$ cat src/verilog/ssfe_regs.svh
`ifndef SSFE_REGS_SVH
`define SSFE_REGS_SVH

// Register byte offsets
`define SSFE_A_CR      8'h00
`define SSFE_A_RCMR    8'h10
`define SSFE_A_RFMR    8'h14
`define SSFE_A_TCMR    8'h18
`define SSFE_A_TFMR    8'h1c
`define SSFE_A_RHR     8'h20
`define SSFE_A_THR     8'h24
`define SSFE_A_RSHR    8'h30
`define SSFE_A_TSHR    8'h34
`define SSFE_A_RC0     8'h38
`define SSFE_A_RC1     8'h3c
`define SSFE_A_SR      8'h40
`define SSFE_A_IER     8'h44
`define SSFE_A_IDR     8'h48
`define SSFE_A_IMR     8'h4c

// Command register bits
`define SSFE_CR_RXEN   0
`define SSFE_CR_RX_DISABLE_CMD  1
`define SSFE_CR_TXEN   8
`define SSFE_CR_TXDIS  9

// Clock mode fields
`define SSFE_F_START   11:8
`define SSFE_F_STOP    12
`define SSFE_F_DLY     23:16
`define SSFE_F_PER     31:24

// Frame mode fields
`define SSFE_F_WLEN    4:0
`define SSFE_F_DEF     5
`define SSFE_F_LOOP    5
`define SSFE_F_MSB_FIRST_SELECT    7
`define SSFE_F_WNUM    11:8
`define SSFE_F_SLEN    23:16
`define SSFE_F_SHAPE   26:24
`define SSFE_F_SDEN    27
`define SSFE_F_EDGE    28

// Status bits
`define SSFE_SR_W      6
`define SSFE_SR_TXFREE 0
`define SSFE_SR_TXEMP  1
`define SSFE_SR_RX_WORD_AVAILABLE_FLAG  2
`define SSFE_SR_OVR    3
`define SSFE_SR_TX_SYNC_SEEN_FLAG  4
`define SSFE_SR_RX_SYNC_SEEN_FLAG  5
`define SSFE_SR_TXEN   16
`define SSFE_SR_RXEN   17

// Start selections
`define SSFE_M_CONT    4'h0
`define SSFE_M_SYNC    4'h1
`define SSFE_M_FALL    4'h2
`define SSFE_M_RISE    4'h3
`define SSFE_M_LOW     4'h4
`define SSFE_M_HIGH    4'h5
`define SSFE_M_ANY     4'h6
`define SSFE_M_CMP     4'h7

// Frame sync output shapes
`define SSFE_FS_NONE   3'h0
`define SSFE_FS_NPUL   3'h1
`define SSFE_FS_PPUL   3'h2
`define SSFE_FS_LOWD   3'h3
`define SSFE_FS_HIGD   3'h4
`define SSFE_FS_TOGL   3'h5

// Limits and masks
`define SSFE_SLEN_CAP  8'h0f
`define SSFE_SYNC_MAX  5'h10
`define SSFE_WMAX      5'h1f
`define SSFE_ALL1      32'hffff_ffff
`define SSFE_CMP_ALL1  16'hffff

`endif

$ cat src/verilog/ssfe_pkg.sv
package ssfe_pkg;

  typedef enum logic [1:0] {DS_IDLE, DS_DELAY, DS_DATA} ssfe_dir_e;

  typedef struct packed {
    ssfe_dir_e   st;
    logic [7:0]  dly;
    logic [4:0]  bits;
    logic [3:0]  words;
    logic [8:0]  per;
    logic [8:0]  fsc;
    logic        tog;
    logic        fsp;
    logic [31:0] sh;
    logic [15:0] ssh;
    logic [4:0]  scnt;
  } ssfe_dir_s;

  typedef struct packed {
    logic [31:0] tcm;
    logic [31:0] tff;
    logic [31:0] rcm;
    logic [31:0] rff;
    logic [15:0] cmp0;
    logic [15:0] cmp1;
    logic [15:0] tsh;
    logic [15:0] rsh;
    logic [15:0] hist;
    logic [31:0] tx_hold;
    logic [31:0] rx_hold;
    logic [31:0] rdata;
    logic [5:0]  imr;
    logic [1:0]  ckp;
    logic        hold_full;
    logic        rx_avail;
    logic        ovr;
    logic        tx_syn;
    logic        rx_syn;
    logic        tx_en;
    logic        rx_en;
    logic        tx_dis_p;
    logic        rx_dis_p;
    logic        armed;
    logic        crun;
    logic        txq;
    logic        rxq;
    logic        tx_out;
    logic        tx_fs;
    logic        rx_fs;
    logic        txoe;
    logic        rxoe;
    logic        irq;
    ssfe_dir_s   tx;
    ssfe_dir_s   rx;
  } ssfe_st_s;

endpackage

$ cat src/verilog/ssfe_sync.sv
`timescale 1ns/1ns
module ssfe_sync #(
  parameter int W = 5
) (
  // Clock, reset, enable
  input  wire logic         clk,
  input  wire logic         nrst,
  input  wire logic         ce,
  // Pins in, synchronised out
  input  wire logic [W-1:0] d,
  output logic      [W-1:0] q
);
  logic [W-1:0] m_reg;

  always_ff @(posedge clk or negedge nrst) begin
    if (!nrst) begin
      m_reg <= '0;
      q     <= '0;
    end else if (ce) begin
      m_reg <= d;
      q     <= m_reg;
    end
  end
endmodule

$ cat src/verilog/ssfe_top.sv
// The address-and-strobe port and the register addresses were chosen for this implementation.
`timescale 1ns/1ns
`include "ssfe_regs.svh"
// Summary of operation
// RL1 - Empty flag set when holding and shift registers both hold nothing.
// RL2 - Holding-to-shift transfer sets the holding-free flag.
// RL3 - Full received word moves to receive holding, sets word-available.
// RL4 - Word completing before holding read sets overrun and still overwrites.
// RL5 - Continuous start: transmit on written word, receive once enabled.
// RL6 - Start per direction: other side, edge, level, or any change.
// RL7 - Receiver may start on compare-zero match, checked every sample.
// RL8 - Pulse frame sync lasts one to 256 bit periods.
// RL9 - Frame sync pulses repeat with a programmable period up to 512.
// RL10 - Frame sync shape: low/high during data, pulse before, or toggle.
// RL11 - Sync tag received into and sent from sync holding, max 16 bits.
// RL12 - Sync tag sent only when enabled; data wins over long tags.
// RL13 - Short receive tag passes through the shift path into sync holding.
// RL14 - Programmed frame edge sets the matching sync-seen flag.
// RL15 - Compare length equals sync length capped at 16, newest bits.
// RL16 - Stop bit: rearm by rewriting compare zero, or run until compare one.
// RL17 - Start delay up to 255 bit periods before the first data bit.
// RL18 - Up to 32-bit words, 16 words per start, either bit order.
// RL19 - Serial output rests at a programmable level outside transfers.
// RL20 - Continuous transmit start never sends sync data.
// RL21 - Loop mode feeds receiver from transmitter data, frame and clock.
// RL22 - Enable writes set mask bits, disable writes clear them.
// RL23 - Interrupt output high while a pending flag has its mask set.
// RL24 - Receive disable during a word waits for that word to finish.
// RL25 - Holding write clears holding-free; holding read clears word-available.
// RL26 - Bit clock edges drive all serial work; flags live on the main clock.
module ssfe_top (
  // Clock, reset, enable
  input  wire logic        clk,
  input  wire logic        nrst,
  input  wire logic        ce,
  // Register port
  input  wire logic [7:0]  addr,
  input  wire logic [31:0] wdata,
  input  wire logic        wr,
  input  wire logic        rd,
  output logic      [31:0] rdata,
  // Serial link
  input  wire logic        tx_bit_clock_line,
  input  wire logic        rx_bit_clock_line,
  input  wire logic        rx_serial_in,
  input  wire logic        rx_frame_line_in,
  input  wire logic        tx_frame_line_in,
  output logic             tx_serial_out,
  output logic             tx_frame_line_out,
  output logic             tx_frame_line_oe,
  output logic             rx_frame_line_out,
  output logic             rx_frame_line_oe,
  // Interrupt
  output logic             irq
);
  import ssfe_pkg::*;

  ssfe_st_s    s_reg;
  ssfe_st_s    s_next;
  logic [4:0]  pq;
  logic        loop;
  logic        tx_tick;
  logic        rx_tick;
  logic        tx_fl;
  logic        rx_fl;
  logic        rx_b;
  logic        t_go;
  logic        r_go;
  logic        m0;
  logic        m1;
  logic [4:0]  tsl;
  logic [4:0]  rsl;
  logic [15:0] hist;
  logic [31:0] cur;
  logic [31:0] shn;
  logic [31:0] rv;

  // Pins pass two flops before anything looks at them
  ssfe_sync #(.W(5)) u_sync (
    .clk  (clk),
    .nrst (nrst),
    .ce   (ce),
    .d    ({tx_frame_line_in, rx_frame_line_in, rx_serial_in,
            rx_bit_clock_line, tx_bit_clock_line}),
    .q    (pq)
  );

  function automatic logic get_bit(input logic [31:0] v, input logic [4:0] wl,
                                   input logic msb);
    get_bit = msb ? v[wl] : v[0];
  endfunction

  function automatic logic [31:0] tx_shift(input logic [31:0] v, input logic msb);
    tx_shift = msb ? {v[30:0], 1'b0} : {1'b0, v[31:1]};
  endfunction

  function automatic logic [31:0] rx_ins(input logic [31:0] v, input logic b,
                                         input logic [4:0] wl, input logic msb);
    logic [31:0] t;
    t = msb ? {v[30:0], b} : {1'b0, v[31:1]};
    if (!msb) begin
      t[wl] = b;
    end
    rx_ins = t;
  endfunction

  function automatic logic [31:0] wmask(input logic [4:0] wl);
    wmask = `SSFE_ALL1 >> (`SSFE_WMAX - wl);
  endfunction

  function automatic logic [4:0] slen16(input logic [7:0] f);
    slen16 = (f >= `SSFE_SLEN_CAP) ? `SSFE_SYNC_MAX : (f[4:0] + 5'h1);
  endfunction

  function automatic logic cmp_ok(input logic [15:0] h, input logic [15:0] p,
                                  input logic [4:0] n);
    cmp_ok = (((h ^ p) & (`SSFE_CMP_ALL1 >> (`SSFE_SYNC_MAX - n))) == '0);
  endfunction

  function automatic logic start_hit(input logic [3:0] m, input logic lvl,
                                     input logic prev, input logic other);
    case (m)
      `SSFE_M_SYNC: start_hit = other;
      `SSFE_M_FALL: start_hit = prev & ~lvl;
      `SSFE_M_RISE: start_hit = ~prev & lvl;
      `SSFE_M_LOW:  start_hit = ~lvl;
      `SSFE_M_HIGH: start_hit = lvl;
      `SSFE_M_ANY:  start_hit = prev ^ lvl;
      default:      start_hit = 1'b0;
    endcase
  endfunction

  // Period counter and pulse length counter, one bit tick
  function automatic ssfe_dir_s fs_step(input ssfe_dir_s d, input logic [7:0] p,
                                        input logic [7:0] sl);
    ssfe_dir_s o;
    o = d;
    if (o.fsc != '0) begin
      o.fsc = o.fsc - 9'h1;
    end
    if (p != '0) begin
      if (d.per == '0) begin
        o.per = {p, 1'b1};
        o.fsc = {1'b0, sl} + 9'h1;
        o.tog = ~d.tog;
      end else begin
        o.per = d.per - 9'h1;
      end
    end
    fs_step = o;
  endfunction

  function automatic logic fs_gen(input logic [2:0] shape, input ssfe_dir_s d);
    case (shape)
      `SSFE_FS_NPUL: fs_gen = (d.fsc == '0);
      `SSFE_FS_PPUL: fs_gen = (d.fsc != '0);
      `SSFE_FS_LOWD: fs_gen = (d.st != DS_DATA);
      `SSFE_FS_HIGD: fs_gen = (d.st == DS_DATA);
      `SSFE_FS_TOGL: fs_gen = d.tog;
      default:       fs_gen = 1'b0;
    endcase
  endfunction

  function automatic logic [`SSFE_SR_W-1:0] status(input ssfe_st_s s);
    status = '0;
    status[`SSFE_SR_TXFREE] = ~s.hold_full;
    status[`SSFE_SR_TXEMP]  = ~s.hold_full & (s.tx.st == DS_IDLE);
    status[`SSFE_SR_RX_WORD_AVAILABLE_FLAG]  = s.rx_avail;
    status[`SSFE_SR_OVR]    = s.ovr;
    status[`SSFE_SR_TX_SYNC_SEEN_FLAG]  = s.tx_syn;
    status[`SSFE_SR_RX_SYNC_SEEN_FLAG]  = s.rx_syn;
  endfunction

  always_comb begin
    s_next = s_reg;
    loop   = s_reg.rff[`SSFE_F_LOOP];
    s_next.ckp = pq[1:0];
    tx_tick = s_reg.ckp[0] & ~pq[0];
    rx_tick = loop ? (~s_reg.ckp[0] & pq[0]) : (~s_reg.ckp[1] & pq[1]); // RL26 RL21
    tx_fl = (s_reg.tff[`SSFE_F_SHAPE] != `SSFE_FS_NONE) ? s_reg.tx_fs : pq[4];
    rx_fl = (s_reg.rff[`SSFE_F_SHAPE] != `SSFE_FS_NONE) ? s_reg.rx_fs : pq[3];
    rx_fl = loop ? tx_fl : rx_fl; // RL21
    rx_b  = loop ? s_reg.tx_out : pq[2]; // RL21
    tsl  = slen16(s_reg.tff[`SSFE_F_SLEN]);
    rsl  = slen16(s_reg.rff[`SSFE_F_SLEN]); // RL15
    hist = {s_reg.hist[14:0], rx_b};
    m0   = cmp_ok(hist, s_reg.cmp0, rsl); // RL15
    m1   = cmp_ok(hist, s_reg.cmp1, rsl);
    t_go = 1'b0;
    r_go = 1'b0;
    cur  = s_reg.tx.sh;
    shn  = s_reg.rx.sh;
    rv   = '0;

    // Read-side clears come first so a same-cycle event wins
    if (rd) begin
      if (addr == `SSFE_A_RHR) begin
        s_next.rx_avail = 1'b0; // RL25
      end
      if (addr == `SSFE_A_SR) begin
        s_next.ovr    = 1'b0;
        s_next.tx_syn = 1'b0;
        s_next.rx_syn = 1'b0;
      end
    end
    if (tx_tick) begin
      s_next.txq = 1'b0;
    end
    if (rx_tick) begin
      s_next.rxq = 1'b0;
    end

    // Transmitter
    // Last bit stands a full period; a stopped transmitter shows the level at once
    if (s_reg.tx.st == DS_IDLE && (tx_tick || !s_reg.tx_en)) begin
      s_next.tx_out = s_reg.tff[`SSFE_F_DEF]; // RL19
    end
    if (tx_tick) begin
      s_next.tx = fs_step(s_reg.tx, s_reg.tcm[`SSFE_F_PER], s_reg.tff[`SSFE_F_SLEN]); // RL8 RL9
      s_next.tx.fsp = tx_fl;
      if (start_hit(s_reg.tff[`SSFE_F_EDGE] ? `SSFE_M_FALL : `SSFE_M_RISE,
                    tx_fl, s_reg.tx.fsp, 1'b0)) begin
        s_next.tx_syn = 1'b1; // RL14
      end
      if (s_reg.tcm[`SSFE_F_START] == `SSFE_M_CONT) begin
        t_go = s_reg.hold_full; // RL5
      end else begin
        t_go = start_hit(s_reg.tcm[`SSFE_F_START], tx_fl, s_reg.tx.fsp, s_reg.txq); // RL6
      end
      unique case (s_reg.tx.st)
        DS_IDLE: begin
          if (s_reg.tx_en && t_go) begin
            s_next.tx.dly   = s_reg.tcm[`SSFE_F_DLY]; // RL17
            s_next.tx.scnt  = '0;
            s_next.tx.ssh   = s_reg.tsh;
            s_next.tx.bits  = '0;
            s_next.tx.words = '0;
            s_next.tx.st    = (s_reg.tcm[`SSFE_F_DLY] == '0) ? DS_DATA : DS_DELAY;
            s_next.rxq      = 1'b1;
          end
        end
        DS_DELAY: begin
          // Tag only fits inside the delay; longer tags lose to data
          if (s_reg.tff[`SSFE_F_SDEN] && s_reg.tx.scnt < tsl &&
              s_reg.tcm[`SSFE_F_START] != `SSFE_M_CONT) begin // RL12 RL20
            s_next.tx_out = s_reg.tx.ssh[4'(tsl - 5'h1)]; // RL11
          end else begin
            s_next.tx_out = s_reg.tff[`SSFE_F_DEF];
          end
          s_next.tx.ssh  = {s_reg.tx.ssh[14:0], 1'b0};
          s_next.tx.scnt = s_reg.tx.scnt + 5'h1;
          s_next.tx.dly  = s_reg.tx.dly - 8'h1;
          if (s_reg.tx.dly == 8'h1) begin
            s_next.tx.st = DS_DATA;
          end
        end
        DS_DATA: begin
          if (s_reg.tx.bits == '0 && !s_reg.hold_full) begin
            // Underrun ends the frame
            s_next.tx.st  = DS_IDLE;
            s_next.tx_out = s_reg.tff[`SSFE_F_DEF];
          end else begin
            if (s_reg.tx.bits == '0) begin
              cur = s_reg.tx_hold;
              s_next.hold_full = 1'b0; // RL2
            end
            s_next.tx_out = get_bit(cur, s_reg.tff[`SSFE_F_WLEN],
                                    s_reg.tff[`SSFE_F_MSB_FIRST_SELECT]); // RL18
            s_next.tx.sh = tx_shift(cur, s_reg.tff[`SSFE_F_MSB_FIRST_SELECT]);
            if (s_reg.tx.bits == s_reg.tff[`SSFE_F_WLEN]) begin
              s_next.tx.bits = '0;
              if (s_reg.tx.words == s_reg.tff[`SSFE_F_WNUM] || s_reg.tx_dis_p) begin
                s_next.tx.st    = DS_IDLE;
                s_next.tx.words = '0;
              end else begin
                s_next.tx.words = s_reg.tx.words + 4'h1; // RL18
              end
              if (s_reg.tx_dis_p) begin
                s_next.tx_en    = 1'b0;
                s_next.tx_dis_p = 1'b0;
              end
            end else begin
              s_next.tx.bits = s_reg.tx.bits + 5'h1;
            end
          end
        end
        default: s_next.tx.st = DS_IDLE;
      endcase
    end

    // Receiver
    if (rx_tick) begin
      s_next.rx = fs_step(s_reg.rx, s_reg.rcm[`SSFE_F_PER], s_reg.rff[`SSFE_F_SLEN]); // RL8 RL9
      s_next.rx.fsp = rx_fl;
      if (start_hit(s_reg.rff[`SSFE_F_EDGE] ? `SSFE_M_FALL : `SSFE_M_RISE,
                    rx_fl, s_reg.rx.fsp, 1'b0)) begin
        s_next.rx_syn = 1'b1; // RL14
      end
      if (s_reg.rx_en) begin
        s_next.hist = hist; // RL7
      end
      unique case (s_reg.rcm[`SSFE_F_START])
        `SSFE_M_CONT: r_go = 1'b1; // RL5
        `SSFE_M_CMP:  r_go = (s_reg.armed & m0) | s_reg.crun; // RL7 RL16
        default:      r_go = start_hit(s_reg.rcm[`SSFE_F_START], rx_fl,
                                       s_reg.rx.fsp, s_reg.rxq); // RL6
      endcase
      unique case (s_reg.rx.st)
        DS_IDLE: begin
          if (s_reg.rx_en && r_go) begin
            s_next.rx.dly   = s_reg.rcm[`SSFE_F_DLY]; // RL17
            s_next.rx.scnt  = '0;
            s_next.rx.bits  = '0;
            s_next.rx.words = '0;
            s_next.rx.st    = (s_reg.rcm[`SSFE_F_DLY] == '0) ? DS_DATA : DS_DELAY;
            s_next.txq      = 1'b1;
            s_next.armed    = 1'b0; // RL16
            s_next.crun     = s_reg.rcm[`SSFE_F_STOP] &
                              (s_reg.rcm[`SSFE_F_START] == `SSFE_M_CMP);
          end
        end
        DS_DELAY: begin
          if (s_reg.rx.scnt < rsl) begin
            s_next.rx.ssh  = {s_reg.rx.ssh[14:0], rx_b}; // RL11 RL13
            s_next.rx.scnt = s_reg.rx.scnt + 5'h1;
          end
          s_next.rx.dly = s_reg.rx.dly - 8'h1;
          if (s_reg.rx.dly == 8'h1) begin
            s_next.rx.st = DS_DATA;
            if (s_next.rx.scnt != '0) begin
              s_next.rsh = s_next.rx.ssh; // RL13
            end
          end
        end
        DS_DATA: begin
          shn = rx_ins(s_reg.rx.sh, rx_b, s_reg.rff[`SSFE_F_WLEN],
                       s_reg.rff[`SSFE_F_MSB_FIRST_SELECT]); // RL18
          s_next.rx.sh = shn;
          if (s_reg.rx.bits == s_reg.rff[`SSFE_F_WLEN]) begin
            s_next.rx_hold  = shn & wmask(s_reg.rff[`SSFE_F_WLEN]); // RL3 RL4
            s_next.ovr      = s_next.ovr | s_next.rx_avail; // RL4
            s_next.rx_avail = 1'b1; // RL3
            s_next.rx.bits  = '0;
            if (s_reg.rx.words == s_reg.rff[`SSFE_F_WNUM] || s_reg.rx_dis_p) begin
              s_next.rx.st    = DS_IDLE;
              s_next.rx.words = '0;
            end else begin
              s_next.rx.words = s_reg.rx.words + 4'h1;
            end
            if (s_reg.rx_dis_p) begin
              s_next.rx_en    = 1'b0; // RL24
              s_next.rx_dis_p = 1'b0;
            end
          end else begin
            s_next.rx.bits = s_reg.rx.bits + 5'h1;
          end
        end
        default: s_next.rx.st = DS_IDLE;
      endcase
      if (m1) begin
        s_next.crun = 1'b0; // RL16
      end
    end

    // Register writes
    if (wr) begin
      unique case (addr)
        `SSFE_A_CR: begin
          if (wdata[`SSFE_CR_RXEN] && !wdata[`SSFE_CR_RX_DISABLE_CMD]) begin
            s_next.rx_en = 1'b1;
          end
          if (wdata[`SSFE_CR_RX_DISABLE_CMD]) begin
            if (s_reg.rx.st == DS_DATA) begin
              s_next.rx_dis_p = 1'b1; // RL24
            end else begin
              s_next.rx_en = 1'b0;
              s_next.rx.st = DS_IDLE;
            end
          end
          if (wdata[`SSFE_CR_TXEN] && !wdata[`SSFE_CR_TXDIS]) begin
            s_next.tx_en = 1'b1;
          end
          if (wdata[`SSFE_CR_TXDIS]) begin
            if (s_reg.tx.st == DS_DATA) begin
              s_next.tx_dis_p = 1'b1;
            end else begin
              s_next.tx_en = 1'b0;
              s_next.tx.st = DS_IDLE;
            end
          end
        end
        `SSFE_A_RCMR: s_next.rcm = wdata;
        `SSFE_A_RFMR: s_next.rff = wdata;
        `SSFE_A_TCMR: s_next.tcm = wdata;
        `SSFE_A_TFMR: s_next.tff = wdata;
        `SSFE_A_THR: begin
          s_next.tx_hold   = wdata;
          s_next.hold_full = 1'b1; // RL25
        end
        `SSFE_A_TSHR: s_next.tsh = wdata[15:0];
        `SSFE_A_RC0: begin
          s_next.cmp0  = wdata[15:0];
          s_next.armed = 1'b1; // RL16
        end
        `SSFE_A_RC1: s_next.cmp1 = wdata[15:0];
        `SSFE_A_IER: s_next.imr = s_next.imr | wdata[`SSFE_SR_W-1:0]; // RL22
        `SSFE_A_IDR: s_next.imr = s_next.imr & ~wdata[`SSFE_SR_W-1:0]; // RL22
        default: ;
      endcase
    end

    // Read data, valid only in the cycle after the strobe
    if (rd) begin
      unique case (addr)
        `SSFE_A_RCMR: rv = s_reg.rcm;
        `SSFE_A_RFMR: rv = s_reg.rff;
        `SSFE_A_TCMR: rv = s_reg.tcm;
        `SSFE_A_TFMR: rv = s_reg.tff;
        `SSFE_A_RHR:  rv = s_reg.rx_hold;
        `SSFE_A_RSHR: rv = {16'h0, s_reg.rsh};
        `SSFE_A_TSHR: rv = {16'h0, s_reg.tsh};
        `SSFE_A_RC0:  rv = {16'h0, s_reg.cmp0};
        `SSFE_A_RC1:  rv = {16'h0, s_reg.cmp1};
        `SSFE_A_SR: begin
          rv[`SSFE_SR_W-1:0] = status(s_reg); // RL1
          rv[`SSFE_SR_TXEN]  = s_reg.tx_en;
          rv[`SSFE_SR_RXEN]  = s_reg.rx_en;
        end
        `SSFE_A_IMR:  rv[`SSFE_SR_W-1:0] = s_reg.imr;
        default:      rv = '0;
      endcase
    end
    s_next.rdata = rv;

    // Pin drivers and interrupt, all registered
    s_next.tx_fs = fs_gen(s_next.tff[`SSFE_F_SHAPE], s_next.tx); // RL10
    s_next.rx_fs = fs_gen(s_next.rff[`SSFE_F_SHAPE], s_next.rx); // RL10
    s_next.txoe  = (s_next.tff[`SSFE_F_SHAPE] != `SSFE_FS_NONE);
    s_next.rxoe  = (s_next.rff[`SSFE_F_SHAPE] != `SSFE_FS_NONE);
    s_next.irq   = |(status(s_next) & s_next.imr); // RL23
  end

  always_ff @(posedge clk or negedge nrst) begin
    if (!nrst) begin
      s_reg <= '0;
    end else if (ce) begin
      s_reg <= s_next;
    end
  end

  assign rdata             = s_reg.rdata;
  assign tx_serial_out     = s_reg.tx_out;
  assign tx_frame_line_out = s_reg.tx_fs;
  assign tx_frame_line_oe  = s_reg.txoe;
  assign rx_frame_line_out = s_reg.rx_fs;
  assign rx_frame_line_oe  = s_reg.rxoe;
  assign irq               = s_reg.irq;
endmodule

$ cat config.mk
export PLATFORM = sky130hd
export DESIGN_NAME = ssfe_top
export DESIGN_NICKNAME = d
export VERILOG_FILES = /design/src/verilog/ssfe_pkg.sv /design/src/verilog/ssfe_sync.sv /design/src/verilog/ssfe_top.sv
export VERILOG_INCLUDE_DIRS = /design/src /design/src/verilog
export SDC_FILE = /design/constraint.sdc
export NUM_CORES = 1
export LEC_CHECK = 0
export BUFFER_PORTS_ARGS = -buffer_cell sky130_fd_sc_hd__buf_2
export CORE_ASPECT_RATIO = 0.75
export CORE_UTILIZATION = 55
export DETAILED_ROUTE_END_ITERATION = 8
export GPL_ROUTABILITY_DRIVEN = 0
export MAX_ROUTING_LAYER = met4
export PLACE_DENSITY = 0.8
export RECOVER_POWER = 50
export SYNTH_ARGS = -nofsm -noshare
export SYNTH_HDL_FRONTEND = slang
export SYNTH_SLANG_ARGS = --single-unit
export TNS_END_PERCENT = 5
$ cat constraint.sdc
create_clock -name clk -period 4.1 [get_ports clk]
set_clock_uncertainty 0.15 [all_clocks]
set_input_delay 0 -clock clk [delete_from_list [all_inputs] [get_ports clk]]
set_output_delay 0 -clock clk [all_outputs]
set_load 0.03 [all_outputs]
==> results.toml, run 1 <==
[timing]
hold_ws_ns = 0.06523
setup_violations = 0
maxSlewHeadroom = -0.4005
drv_slew = 349
worst_pin_slew_ns = 2.101
period_minus_slack_ns = 4.049
rsz0062_at_grt = "true"
hold_viol_final = 0
worst_slack_ns = 0.05136
fmax_ghz = 0.2470
finalCritPeriodShare = 0.9875

[finish]
largest_reg_flops = 460
stdcell_area_um2 = 31400
syn_to_final_growth_pct = 12.57
nets = 2833
drive_above_1_share = 0.1989
fill_cells = 3799

[die]
start_util = 0.5568
fp-row-count = 71
core_um2 = 50100
die_h_um = 197.0
io_pins = 88
die_area_um2 = 51640
die-width_um = 262.1

[synthesis]
ys_async_sr_fraction = 1.000
ys_top_cells_by_area = "dfrtp_1 47%, mux2_2 11%, mux2i_1 4.6%, nand2_1 3.6%, o21ai_0 3.4%"
syn_area_um2 = 27900
syn_area_per_cell_um2 = 10.50
yosys-top-cells-count = "524 x dfrtp_1, 279 x mux2_2, 266 x nand2_1"
synth_top_flop_cell = "dfrtp_1"
synth_cell_types = 82
synth_seq_area_share = 0.4700
synth_nets = 2744
netlist_instances = 2657
post-synth-top-count-cell = "dfrtp_1"
yosys.area.top_type = "dfrtp_1"
synth-seq-cells = 524
ys_warn_count = 0
yosys.area.top_type_share = 0.4700
synth_edf_count = 0

[job]
cap_violations = 6

[routing]
drt-initial-drc-count = 3897
ant_nets = 0
drc = 12
postRouteWirelength_um = 88930
routed_via_density = 6.908
dr.pass1.iters = 9
num_vias = 23810
routedWlPerCell_um = 25.81

[status]
violations = "DRC, capacitance limit, slew limit"
status = "finished, violations left"

[placement]
dp_slack_ns = 0.006962
hpwl_um = 61940
port_buffers = 87
dpl_cell_area_um2 = 29040

[clock_tree]
clock_latency_ns = 0.60
cts.htree.levels = 2
clockRootBuffer = "clkbuf_16"
cts_tree = "done"
clock_path_buffers = 3
clkTransAtPathRegs_ns = 0.07
cts-buffers-inserted = 50
cts_sinks = 524

[critical_path]
path_class = "reg -> reg"
worstPathArrival_ns = 4.38
r2r-start = "s_reg[475]"
required_ns = 4.43
critical_path_peak_fanout = 7
critPathCaptureType = "register"
rr_worst_depth = 14
startpoint = "s_reg[475]"
critPathLaunchType = "register"

[power]
vdd_ir_drop_max_mv = 0.3231
finalPower_mw = 13.24
powerDensity_nw_per_um2 = 421.7
leakage_nw = 14.35

[grt]
gr-total-overflow = 0
grt_max_degree = 100
grt_pass1_wl_um = 136000
track_usage = 0.3540
grt_pass1_vias = 22810
antenna_found_initial = 3

[min_path]
hold_depth = 5
worstHoldStart = "addr[3]"
hp-class = "in -> reg"
## stage by stage
step / utilization / instances / TNS, ns
after floorplan: - / 2657 / 0
final: 0.6268 / 3446 / 0
after global routing: 0.6268 / 3446 / -0.3090
after CTS: 0.6285 / 3442 / 0
after detailed placement: 0.5796 / 3288 / 0
after global placement: 0.5796 / 3288 / 0
## worst paths after layout
path | slack, ns | end
max | 0.05 | tx_frame_line_out
min | 0.07 | s_reg[205]
max reg2reg | 0.05 | tx_frame_line_out
min reg2reg | 0.33 | s_reg[121]
max in group asynchronous | 0.37 | s_reg[394]
min in group asynchronous | 0.59 | s_reg[484]
## logic make-up (layout without fill, tap and decap cells)
logic type,count (synthesis),in the layout,share of synthesized area
compound gates,709,709,0.1716
simple gates,645,645,0.1114
flops,524,524,0.4700
mux,420,420,0.1686
buf+inv,246,375,0.03790
xor+xnor,76,76,0.02386
fa+ha+maj,37,37,0.01659
other cells,0,3,0
## final cells by class
cell class | instances | area [um^2] | share of cell area
Sequential cell | 524 | 13120 | 0.4176
Inverter | 48 | 180.2 | 0.005738
Antenna cell | 3 | 7.507 | 0.0002391
Clock inverter | 21 | 335.3 | 0.01068
Clock buffer | 71 | 1471 | 0.04686
Tap cell | 657 | 822.0 | 0.02618
Timing Repair Buffer | 235 | 1650 | 0.05255
Multi-Input combinational cell | 1887 | 13820 | 0.4401
## layout by cell type (no fill, tap or decap), types with 21 or more instances in the layout
| cell type | instances |
|---|---|
| nand3_1 | 44 |
| a21o_1 | 50 |
| or4_1 | 21 |
| a221oi_1 | 28 |
| nand2_1 | 266 |
| nor2_1 | 111 |
| buf_4 | 75 |
| ha_1 | 36 |
| o21ai_0 | 192 |
| a22oi_1 | 36 |
| xnor2_1 | 46 |
| xor2_1 | 29 |
| a222oi_1 | 34 |
| inv_1 | 47 |
| a31oi_1 | 46 |
| nor4_1 | 21 |
| mux2i_1 | 128 |
| clkbuf_16 | 51 |
| a22o_1 | 27 |
| buf_2 | 51 |
| clkbuf_1 | 49 |
| o31ai_1 | 28 |
| mux2_2 | 279 |
| a21oi_1 | 113 |
| nor3_1 | 39 |
| dlygate4sd3_1 | 61 |
| dfrtp_1 | 522 |
| nor2b_1 | 21 |
## report_power, final
part / switching [mW] / internal [mW]
clock: 2.11 / 3.01
sequential: 0.378 / 5.47
combinational: 1.39 / 0.879
## worst max-delay path: stages (launching register included)
cell and delay, ns:
dfrtp_1 0.45, o31a_1 0.34, a21oi_1 0.16, buf_4 0.17, inv_1 0.05, ha_1 0.27, nor3b_1 0.18, mux2i_1 0.10
nor3b_1 0.31, a21oi_2 0.14, or4_1 0.57, a31oi_1 0.28, nand2_1 0.18, and2_1 0.20, o41ai_1 0.37
## layer usage
layer | part of all wire | wire length (um) | global-route usage | vias up
met5 | 0 | 0 | - | -
met3 | 0.13 | 11190 | 0.09687 | 360
met1 | 0.40 | 35610 | 0.4881 | 11740
met2 | 0.42 | 37150 | 0.4846 | 1660
met4 | 0.056 | 4976 | 0.1601 | 0
li1 | - | - | - | 10040
## repair_timing
action / 4_1_cts / 5_1_grt
buffers inserted: 0 / 1
endpoints found under the setup margin: 2 / 33
gates cloned: 0 / 0
hold buffers: 62 / 0
endpoints found under the hold margin: 483 / 0
gates resized for setup: 1 / 16
pin swaps: 0 / 6
Note: power is estimated with default switching activity, not from simulation.
==> inputs of run 2 (changes only) <==
--- a/config.mk
+++ b/config.mk
@@ -6,14 +6,16 @@
 export SDC_FILE = /design/constraint.sdc
 export NUM_CORES = 1
 export LEC_CHECK = 0
+export ABC_AREA = 1
 export BUFFER_PORTS_ARGS = -buffer_cell sky130_fd_sc_hd__buf_2
 export CORE_ASPECT_RATIO = 0.75
 export CORE_UTILIZATION = 55
 export DETAILED_ROUTE_END_ITERATION = 8
 export GPL_ROUTABILITY_DRIVEN = 0
 export MAX_ROUTING_LAYER = met4
-export PLACE_DENSITY = 0.8
+export PLACE_DENSITY = 0.77
 export RECOVER_POWER = 50
+export SKIP_LAST_GASP = 1
 export SYNTH_ARGS = -nofsm -noshare
 export SYNTH_HDL_FRONTEND = slang
 export SYNTH_SLANG_ARGS = --single-unit
==> constraint.sdc (replaced) <==
create_clock -name clk -period 3.85 [get_ports clk]
set_clock_uncertainty 0.15 [all_clocks]
set_input_delay 0 -clock clk [delete_from_list [all_inputs] [get_ports clk]]
set_output_delay 0 -clock clk [all_outputs]
set_load 0.03 [all_outputs]
==> run 2 against run 1 <==
  * The run ends with capacitance limit, slew limit left
  * Sequential cell count stayed put
  * Clock-buffer cell count is 3 lower
  * Critical path depth is 13 higher
  * Highest routed layer unchanged
==> results.toml, run 2 <==
[synthesis]
synth_edf_count = 0
post-synth-top-count-cell = "nand2_1"
synth_cell_types = 63
ys_top_cells_by_area = "dfrtp_1 47%, o21ai_0 12%, nand2_1 11%, inv_1 5.5%, nand3_1 2.8%"
yosys.area.top_type_share = 0.4686
synth-seq-cells = 524
yosys.area.top_type = "dfrtp_1"
syn_area_um2 = 27980
ys_async_sr_fraction = 1.000
synth_seq_area_share = 0.4686
synth_top_flop_cell = "dfrtp_1"
synth_nets = 3621
syn_area_per_cell_um2 = 7.919
netlist_instances = 3534
ys_warn_count = 0
yosys-top-cells-count = "795 x nand2_1, 648 x o21ai_0, 524 x dfrtp_1"

[min_path]
hp-class = "in -> reg"
hold_depth = 4
holdPathEnd = "s_reg[415]"
worstHoldStart = "wdata[28]"

[grt]
gr-total-overflow = 0
track_usage = 0.3540
grt_max_degree = 87
grt_pass1_wl_um = 138200
antenna_found_initial = 1
grt_pass1_vias = 23530

[critical_path]
critPathCaptureType = "register"
rrSetupSlack_ns = 0.11
crit_path_max_incr_delay_ns = 0.39
reg2reg_to = "s_reg[76]"
r2r-start = "s_reg[403]"
cp_slowest_cell = "dfrtp_1"
rr_worst_depth = 27
required_ns = 4.20
worstPathArrival_ns = 4.09
critical_path_peak_fanout = 6
critPathLaunchType = "register"
path_class = "reg -> reg"

[finish]
drive_above_1_share = 0.08381
antenna_cells = 0
stdcell_area_um2 = 31340
nets = 3710
largest_reg_flops = 460
layout_commonest_cell = "nand2_1"
final_cell_mix = "791 x nand2_1, 648 x o21ai_0, 524 x dfrtp_1"
syn_to_final_growth_pct = 12.00
fin_cells = 4320

[power]
finalPower_mw = 16.20
powerDensity_nw_per_um2 = 516.8
vdd_ir_drop_max_mv = 0.4165
leakage_nw = 14.83

[timing]
period_minus_slack_ns = 3.743
hold_viol_final = 0
setup_tns_ns = 0
worst_pin_slew_ns = 2.503
finalCritPeriodShare = 0.9723
setup_violations = 0
fmax_ghz = 0.2671
rsz0062_at_grt = "true"
drv_slew = 530
maxSlewHeadroom = -0.6690

[die]
die_h_um = 197.3
die-width_um = 262.5
io_pins = 88
die_area_um2 = 51800
fp-row-count = 71
start_util = 0.5575
core_um2 = 50190

[clock_tree]
clock_latency_ns = 0.62
cts-buffers-inserted = 50
clockRootBuffer = "clkbuf_16"
clock_path_buffers = 3
cts.htree.levels = 2
cts_sinks = 524
cts_tree = "done"
clkTransAtPathRegs_ns = 0.07

[routing]
drc = 0
routed_via_density = 6.072
dr.pass1.iters = 7
num_vias = 26230
ant_nets = 0
routedWlPerCell_um = 20.58
postRouteWirelength_um = 88910
drt-initial-drc-count = 3740

[placement]
port_buffers = 87
dpl_cell_area_um2 = 29060
hpwl_um = 63720
dp.cells = 4165

[job]
cap_violations = 9

[status]
status = "finished, violations left"
violations = "capacitance limit, slew limit"
run 2: cell count changes in the layout (fill, tap and decap cells not counted), moves of 33 or more:
cell,previous run,this run
nand2_1,266,791
o21ai_0,192,648
inv_1,47,412
mux2_2,279,10
nand3_1,44,155
mux2i_1,128,19
a21o_1,50,1
nor2_1,111,157
nand4_1,7,45
a22oi_1,36,1
a222oi_1,34,0
a31oi_1,46,13
run 2: critical path, delay by kind of cell (launching register included):
family                   cells  cell delay [ns]
flip-flops                   1             0.39
buffers and inverters        4             0.28
AND/OR/NAND/NOR             18             1.92
adder cells (fa/ha/maj)      2             0.46
AO/OA/AOI/OAI                2             0.30
XOR/XNOR                     1             0.12
run 2: how the worst max path moves through the flow:
stage	startpoint	to	slack, ns	cells past startpoint
after floorplan	s_reg[403]	s_reg[75]	0.52	27
after global placement	s_reg[404]	s_reg[75]	0.17	27
after detailed placement	s_reg[404]	s_reg[75]	0.06	27
after CTS	s_reg[404]	s_reg[75]	0.03	27
after global routing	s_reg[403]	s_reg[73]	-0.09	27
final	s_reg[403]	s_reg[76]	0.11	27
run 2: cell type report:
cell class | instances | area (um^2)
clock buffers | 68 | 1440
inverters | 434 | 1632
repair buffers | 219 | 1555
multi-input cells | 2394 | 12460
well taps | 657 | 822.0
clock inverters | 24 | 320.3
flip-flops and latches | 524 | 13110
fillers | 4274 | 18850
run 2: report_power, final:
group	switching [mW]	internal, mW
registers	0.583	6.32
logic	2.59	1.34
clock network	2.27	3.10
run 2: stage by stage:
stage / utilization / hold slack (ns) / setup WS (ns)
after floorplan: - / -0.4456 / 0.5240
after global placement: 0.5790 / -0.04875 / 0.1683
after detailed placement: 0.5790 / -0.04672 / 0.05504
after CTS: 0.6264 / 0.01019 / 0.03439
after global routing: 0.6245 / 0.05467 / -0.08554
final: 0.6245 / 0.02539 / 0.1065
run 2: routing by layer:
metal / up-vias / wire, um / track usage
li1: 11960 / - / -
met1: 12400 / 37880 / 0.5069
met2: 1616 / 35640 / 0.4783
met3: 257 / 11850 / 0.09424
met4: 0 / 3535 / 0.1298
met5: - / 0 / -
run 2: cell families (layout without fill, tap and decap cells):
logic type / Yosys count / count (layout) / share of synthesized area
buf+inv: 616 / 745 / 0.08799
flops: 524 / 524 / 0.4686
xor+xnor: 74 / 74 / 0.02316
fa+ha+maj: 37 / 37 / 0.01654
mux: 29 / 29 / 0.01082
compound gates: 996 / 996 / 0.2000
simple gates: 1258 / 1258 / 0.1929
run 2: repair_timing:
item                                   in CTS  in global routing
hold buffers                               60                  0
setup buffers                               0                  3
endpoints found under the hold margin     777                  0
resized for setup                           0                  5
setup endpoints to repair                   0                 26
